[src/verilog/ipg3_pkg.sv]
// Package for the interrupt priority group 3 register block
package ipg3_pkg;

  // ----------------------------------------
  // Register map
  // ----------------------------------------
  localparam logic [3:0] REG_PRIORITY_OFS = 4'h0;
  localparam logic [3:0] REG_LEVELS_OFS = 4'h1;
  localparam logic [3:0] REG_GRANT_OFS = 4'h2;

  // ----------------------------------------
  // Field positions and reset values
  // ----------------------------------------
  localparam int DMA_LSB = 8;
  localparam int ADC_LSB = 4;
  localparam int TX_LSB = 0;
  localparam int FIELD_W = 3;
  localparam logic [2:0] PRIO_RESET = 3'h4;
  localparam logic [2:0] PRIO_OFF = 3'h0;
  localparam logic [15:0] PRIO_WRITE_MASK = 16'h0777;
  localparam logic [15:0] PRIO_RESET_WORD = 16'h0444;
  localparam int NUM_SRC = 3;

  // ----------------------------------------
  // Bus carrier types
  // ----------------------------------------
  typedef struct packed {
    logic [3:0] addr;
    logic [15:0] wdata;
    logic wr;
    logic rd;
  } ipg3_req_t;

  typedef logic [2:0] ipg3_level_t;

endpackage

[src/verilog/ipg3_priority.sv]
// Priority register for DMA channel 1, analog converter and serial transmit interrupts
//
// The register addresses and the address-and-strobe port are this design's own decisions.
`timescale 1ns/10ps
`default_nettype none

module ipg3_priority (
  // Clock and reset
  input wire logic clk,
  input wire logic reset,
  // Register port
  input wire ipg3_pkg::ipg3_req_t busReq,
  output logic [15:0] rdData,
  // Pending interrupt requests: bit 2 DMA, bit 1 converter, bit 0 serial transmit
  input wire logic [2:0] srcPending,
  // Priority levels and arbitration result
  output logic [2:0] dmaChDonePriority,
  output logic [2:0] adcDonePriority,
  output logic [2:0] serialTxPriority,
  output logic grantValid,
  output logic [1:0] grantId,
  output logic [2:0] grantLevel
);

  // ----------------------------------------
  // Priority fields
  // ----------------------------------------
  logic [15:0] prioWord_r;
  logic [15:0] prioWord_nxt;
  logic wrPrio;

  assign wrPrio = busReq.wr && (busReq.addr == ipg3_pkg::REG_PRIORITY_OFS);

  // Masking on write keeps the unimplemented bits constant zero
  always_comb begin
    prioWord_nxt = prioWord_r;
    if (wrPrio) begin
      prioWord_nxt = busReq.wdata & ipg3_pkg::PRIO_WRITE_MASK;
    end
  end

  always_ff @(posedge clk or posedge reset) begin
    if (reset) begin
      prioWord_r <= ipg3_pkg::PRIO_RESET_WORD;
    end else begin
      prioWord_r <= prioWord_nxt;
    end
  end

  // ----------------------------------------
  // Level outputs
  // ----------------------------------------
  logic [2:0] level [ipg3_pkg::NUM_SRC];

  assign level[2] = prioWord_r[ipg3_pkg::DMA_LSB +: ipg3_pkg::FIELD_W];
  assign level[1] = prioWord_r[ipg3_pkg::ADC_LSB +: ipg3_pkg::FIELD_W];
  assign level[0] = prioWord_r[ipg3_pkg::TX_LSB +: ipg3_pkg::FIELD_W];

  // Registered copies so that outputs come straight from flip-flops
  always_ff @(posedge clk or posedge reset) begin
    if (reset) begin
      dmaChDonePriority <= ipg3_pkg::PRIO_RESET;
      adcDonePriority <= ipg3_pkg::PRIO_RESET;
      serialTxPriority <= ipg3_pkg::PRIO_RESET;
    end else begin
      dmaChDonePriority <= prioWord_nxt[ipg3_pkg::DMA_LSB +: ipg3_pkg::FIELD_W];
      adcDonePriority <= prioWord_nxt[ipg3_pkg::ADC_LSB +: ipg3_pkg::FIELD_W];
      serialTxPriority <= prioWord_nxt[ipg3_pkg::TX_LSB +: ipg3_pkg::FIELD_W];
    end
  end

  // ----------------------------------------
  // Arbitration among the three sources
  // ----------------------------------------
  // Ties go to the higher source index (DMA first), a fixed natural order
  logic anyWin;
  logic [1:0] winId;
  logic [2:0] winLevel;

  always_comb begin
    anyWin = 1'b0;
    winId = 2'h0;
    winLevel = ipg3_pkg::PRIO_OFF;
    for (int i = 0; i < ipg3_pkg::NUM_SRC; i++) begin
      if (srcPending[i] && (level[i] != ipg3_pkg::PRIO_OFF) && (level[i] >= winLevel)) begin
        anyWin = 1'b1;
        winId = 2'(i);
        winLevel = level[i];
      end
    end
  end

  always_ff @(posedge clk or posedge reset) begin
    if (reset) begin
      grantValid <= 1'b0;
      grantId <= 2'h0;
      grantLevel <= ipg3_pkg::PRIO_OFF;
    end else begin
      grantValid <= anyWin;
      grantId <= winId;
      grantLevel <= winLevel;
    end
  end

  // ----------------------------------------
  // Read path
  // ----------------------------------------
  // Unmapped offsets read zero
  always_ff @(posedge clk or posedge reset) begin
    if (reset) begin
      rdData <= 16'h0000;
    end else if (busReq.rd) begin
      case (busReq.addr)
        ipg3_pkg::REG_PRIORITY_OFS: rdData <= prioWord_r & ipg3_pkg::PRIO_WRITE_MASK;
        ipg3_pkg::REG_LEVELS_OFS: rdData <= {13'h0, srcPending};
        ipg3_pkg::REG_GRANT_OFS: rdData <= {10'h0, grantValid, grantId, grantLevel};
        default: rdData <= 16'h0000;
      endcase
    end else begin
      rdData <= 16'h0000;
    end
  end

endmodule

`default_nettype wire

[config.mk]
export PLATFORM = sky130hd
export DESIGN_NAME = ipg3_priority
export DESIGN_NICKNAME = d
export VERILOG_FILES = /design/src/verilog/ipg3_pkg.sv /design/src/verilog/ipg3_priority.sv
export SDC_FILE = /design/constraint.sdc
export NUM_CORES = 1
export LEC_CHECK = 0
export BUFFER_PORTS_ARGS = -buffer_cell sky130_fd_sc_hd__buf_2
export CAP_MARGIN = 20
export CORE_MARGIN = 1.5
export CORE_UTILIZATION = 25
export CTS_CLUSTER_DIAMETER = 120
export DETAILED_ROUTE_END_ITERATION = 8
export PLACE_DENSITY = 0.49
export SLEW_MARGIN = 10
export SYNTH_ARGS = -nofsm -noshare
export SYNTH_HDL_FRONTEND = slang
export SYNTH_SLANG_ARGS = --single-unit
export TNS_END_PERCENT = 1
[constraint.sdc]
create_clock -name clk -period 5.9 [get_ports clk]
set_input_delay 0.295 -clock clk [delete_from_list [all_inputs] [get_ports clk]]
set_output_delay 0.295 -clock clk [all_outputs]
set_load 0.01 [all_outputs]
# Word level (Yosys, flattened, before mapping)
# Cells that the tools add are included.
# totals
ff_bits,40
in_bits,27
out_inout_bits,31
word_cells,35
# op_classes
order_cmp,3
eq_ne,2
muxes,11
reduce_logical,11
# ops
cell,count
11-bit case mux with 3 select lines,1
16-bit two-way mux,1
11-bit two-way mux,1
3-bit two-way mux,3
3-bit nonzero test,3
1-bit logical AND,7
3-bit greater-or-equal comparator,2
4-bit by 1-bit equality test with 1-bit output (second input constant),1
4-bit by 2-bit equality test with 1-bit output (second input constant),1
4-bit logical NOT,1
1-bit two-way mux,4
3-bit by 1-bit greater-or-equal comparator with 1-bit output (second input constant),1
2-bit two-way mux,1

# Logic depth before layout (Yosys ltp)
# depth
word_depth,10
depth_mapped,12
depth_no_buf,12

# Least setup slack after synthesis
# Ideal clock, no wire load.
# synth_timing
path_type,reg2reg
start,register prioWord_r[2]
end,register grantLevel[0]
setup_time_ns,0.132
arrival_ns,2.416
required_time_ns,5.768
setup_slack_ns,3.352
path_stages_with_launch,13
path_buffers,0
synth_period_minus_slack_ns,2.548
path_cell_list,dfstp_2 nand2_1 ha_1 nand2_1 o21ai_1 and2_1 a21boi_0 ha_1 nand2_1 o21ai_0 nand2_1 inv_1 a22oi_1
# synth_via
elab_chain_cells,10
word_cells_on_any_way,11
classes_between,order compare: 3; mux: 3; reduce/logical: 5
# synth_lines
item,line_no,text
"start, declared",ipg3_priority.sv:28,logic [15:0] prioWord_r;
"start signal, assigned",ipg3_priority.sv:44,prioWord_r <= ipg3_pkg::PRIO_RESET_WORD;
"start signal, assigned",ipg3_priority.sv:46,prioWord_r <= prioWord_nxt;
"parallel branches: the longest is 3 deep, another holds 3-bit by 1-bit greater-or-equal comparator with 1-bit output",--,
3-bit two-way mux *,ipg3_priority.sv:85,if (srcPending[i] && (level[i] != ipg3_pkg::PRIO_OFF) && (level[i] >= winLevel)) begin
3-bit greater-or-equal comparator,ipg3_priority.sv:85,
1-bit logical AND,ipg3_priority.sv:85,
3-bit two-way mux *,ipg3_priority.sv:85,
3-bit greater-or-equal comparator,ipg3_priority.sv:85,
1-bit logical AND,ipg3_priority.sv:85,
3-bit two-way mux *,ipg3_priority.sv:85,
net winLevel[0],ipg3_priority.sv:78,logic [2:0] winLevel;
"end signal, assigned",ipg3_priority.sv:97,grantLevel <= ipg3_pkg::PRIO_OFF;
"end signal, assigned",ipg3_priority.sv:101,grantLevel <= winLevel;
"end, declared",ipg3_priority.sv:22,output logic [2:0] grantLevel
# Mark *: on every way through the listed nets, which the timed path passes.

# Final worst setup path
# Same ends and word-level chain as after synthesis.

==> metrics.yaml <==
timing:
  setup_viol: 0
  finalCritPeriodShare_pct: 49.66
  tightest_slew_ps: 516.6
  post-route-min-period_ps: 2930
  fin_skew_ps: 2.302
  rsz0062_at_grt: "no"
  fmax_mhz: 341.3
  max-slew-margin-rel_pct: 65.52
  drv_slew: 0
  final.setup.tns_ps: 0
  finalHoldViolCount: 0
setup_path:
  critPathCapture: "grantLevel[0]$_DFF_PP0_"
  crit_path_start: "prioWord_r[2]$_DFFE_PP1P_"
  r2r-start: "prioWord_r[2]$_DFFE_PP1P_"
  critPathKind: "flop to flop"
  worstReg2RegEnd: "grantLevel[0]$_DFF_PP0_"
  startpoint_type: "flop"
  crit_fanout: 6
  end_kind: "flop"
  arrival_ps: 3080
  cp.required_ps: 6050
  r2r_setup_slack_ps: 2970
  r2r_cells: 12
routing:
  remaining_drc_errors: 0
  vias: 1018
  firstDrtPassIters: 4
  wl_per_cell_um: 12.53
  antenna_left: 0
  viasPerCell: 4.407
  drt-initial-drc-count: 33
  routed_wl_um: 2894
power_and_ir_drop:
  p_sw_share_pct: 36.06
  p_leak_nw: 0.8091
  combinationalPowerShare_pct: 34.2
  internal_power_w: 0.0003315
  power.density_nw_per_um2: 327.6
  ir_drop_uv: 91.63
  p_switching_w: 0.0001870
  p_total_w: 0.0005185
  p_clk_share_pct: 20.0
  pwr-share-seq_pct: 45.8
finish:
  insertedDiodeCount: 0
  layout.nets: 198
  syn2layout_area_growth_pct: 22.82
  post-route-util_pct: 32.65
  drive_gt1_share_pct: 37.20
global_routing:
  track_usage_pct: 10.98
  grt_pass1_wl_um: 4540
  grt_pass1_vias: 966
  antenna_found_initial: 0
  gr-total-overflow: 0
  grt_start_max_net_pins: 26
yosys:
  syn_area_sq_um: 1289
  synthCells: 120
  ys_seq_area_share_pct: 48.83
  synth-seq-cells: 25
  synth_warnings: 0
  syn-mean-instance-area_sq_um: 10.74
  synthTopCellsByCount: "dfrtp_1 (22), nand2_1 (10), nor2_1 (10)"
  yosysMostFrequentCell: "dfrtp_1"
  synth-async-reset-ratio_pct: 100.0
  synthFlopType: "dfrtp_1"
  ys_types: 32
  yosys.area.top_type_share_pct: 42.72
  synth_top_cell_by_area: "dfrtp_1"
  synth-edff-count: 0
  synthTopCellsByArea: "dfrtp_1 (43%), dfstp_2 (6.1%), ha_1 (5.8%), mux2_2 (5.2%), mux2i_1 (3.9%)"
clocking:
  numCtsBuffers: 3
  cts_root_buf: "clkbuf_8"
  cts_setup_buffers: 0
  clkTransAtPathRegs_ps: 90
  cts_sinks: 25
  cts_buffer_depth: 2
  clock_latency_ps: 270
  htreeDepth: 1
  cts_hold_buf: 0
  cts_resized: 0
  cts_tree: "built"
floorplan:
  dieArea_sq_um: 5594
  dieWidth_um: 74.80
  ioPinCount: 58
  coreArea_sq_um: 4848
  rows: 25
  initial_core_util_pct: 26.58
  die_y_um: 74.80
placed_design:
  io_buffers: 44
  dpl.hpwl_um: 2297
  gp_congestion: 0.8589
run:
  max_cap_viol_count: 0
outcome:
  status: "finished clean"
min_path:
  hp-class: "input port to asynchronous set/reset pin"
-- state kept, by name, indices dropped and copies added (netlist names) --
| register | count |
|---|---|
| grantId | 2 |
| serialTxPriority | 2 |
| prioWord_r | 3 |
| dmaChDonePriority | 2 |
| rdData | 10 |
| adcDonePriority | 2 |
| grantValid | 1 |
| grantLevel | 3 |
-- kinds of logic after synthesis --
group                    after synthesis  synth area share [%]
buffers and inverters                 15                 8.446
AO/OA/AOI/OAI                         26                 13.30
other                                  1                0.2910
adder cells (fa/ha/maj)                6                 5.825
multiplexers                          11                 9.126
AND/OR/NAND/NOR                       36                 14.18
flip-flops                            25                 48.84
-- critical path: stages (launching register included) --
cell and delay (ps):
dfstp_2 580, nand2_1 80, ha_1 290, nand2_1 70, o21ai_1 340, and2_1 210, a21boi_0 90, ha_1 300
nand2_1 50, o21ai_0 350, nand2_1 180, inv_1 150, a22oi_1 110
-- per-layer routing --
metal / up-vias / track usage [%] / wire [um]
li1: 488 / - / -
met1: 484 / 12.30 / 1110
met2: 39 / 18.95 / 1427
met3: 7 / 2.544 / 258
met4: 0 / 6.667 / 97
met5: - / 0 / 0
-- cell usage in the layout (no fill, tap or decap), drive strengths merged, types with 3 or more instances in the layout --
cell / instances
buf: 45
dfrtp: 22
nor2: 11
nand2: 10
o21ai: 7
mux2: 6
ha: 6
conb: 6
a21oi: 5
inv: 5
mux2i: 5
and2: 5
nor2b: 3
a32oi: 3
clkbuf: 3
dfstp: 3
-- per-stage QoR --
step	instances	worst slack [ps]	cell area (sq um)	hold WS, ps
CTS	230	3018	1568	217.5
global placement	226	3109	1521	480.8
finish	231	2970	1583	36.81
global route	231	2738	1583	76.13
detailed placement	226	3045	1521	493.5
floorplan	125	3352	1308	320.1
-- worst min path at each step --
stage	start	to	slack, ps	cells after the start
after floorplan	reset	adcDonePriority[0]$_DFFE_PP0P_	320	1
after global placement	grantId[0]$_DFF_PP0_	rdData[3]$_DFF_PP0_	480	2
after detailed placement	grantId[0]$_DFF_PP0_	rdData[3]$_DFF_PP0_	490	2
after CTS	busReq[10]	dmaChDonePriority[0]$_DFFE_PP0P_	220	3
after global routing	reset	rdData[3]$_DFF_PP0_	80	2
final	reset	grantId[0]$_DFF_PP0_	40	2
-- layout make-up --
class / count / area, sq um
Fill cell: 504 / 3266
Sequential cell: 25 / 629.4
Multi-Input combinational cell: 85 / 569.3
Timing Repair Buffer: 45 / 235.2
Tap cell: 67 / 83.83
Clock buffer: 3 / 41.29
Inverter: 5 / 18.77
Clock inverter: 1 / 5.005
-- power groups by stage --
stage | clock [W] | combinational, W | sequential [W]
floorplan | 0 | 0.000100 | 0.000251
global placement | 0 | 0.000171 | 0.000242
detailed placement | 0 | 0.000175 | 0.000242
CTS | 0.000107 | 0.000177 | 0.000239
global route | 0.000116 | 0.000202 | 0.000244
finish | 0.000104 | 0.000177 | 0.000238
No activity file was read; power rests on OpenSTA's default activity.
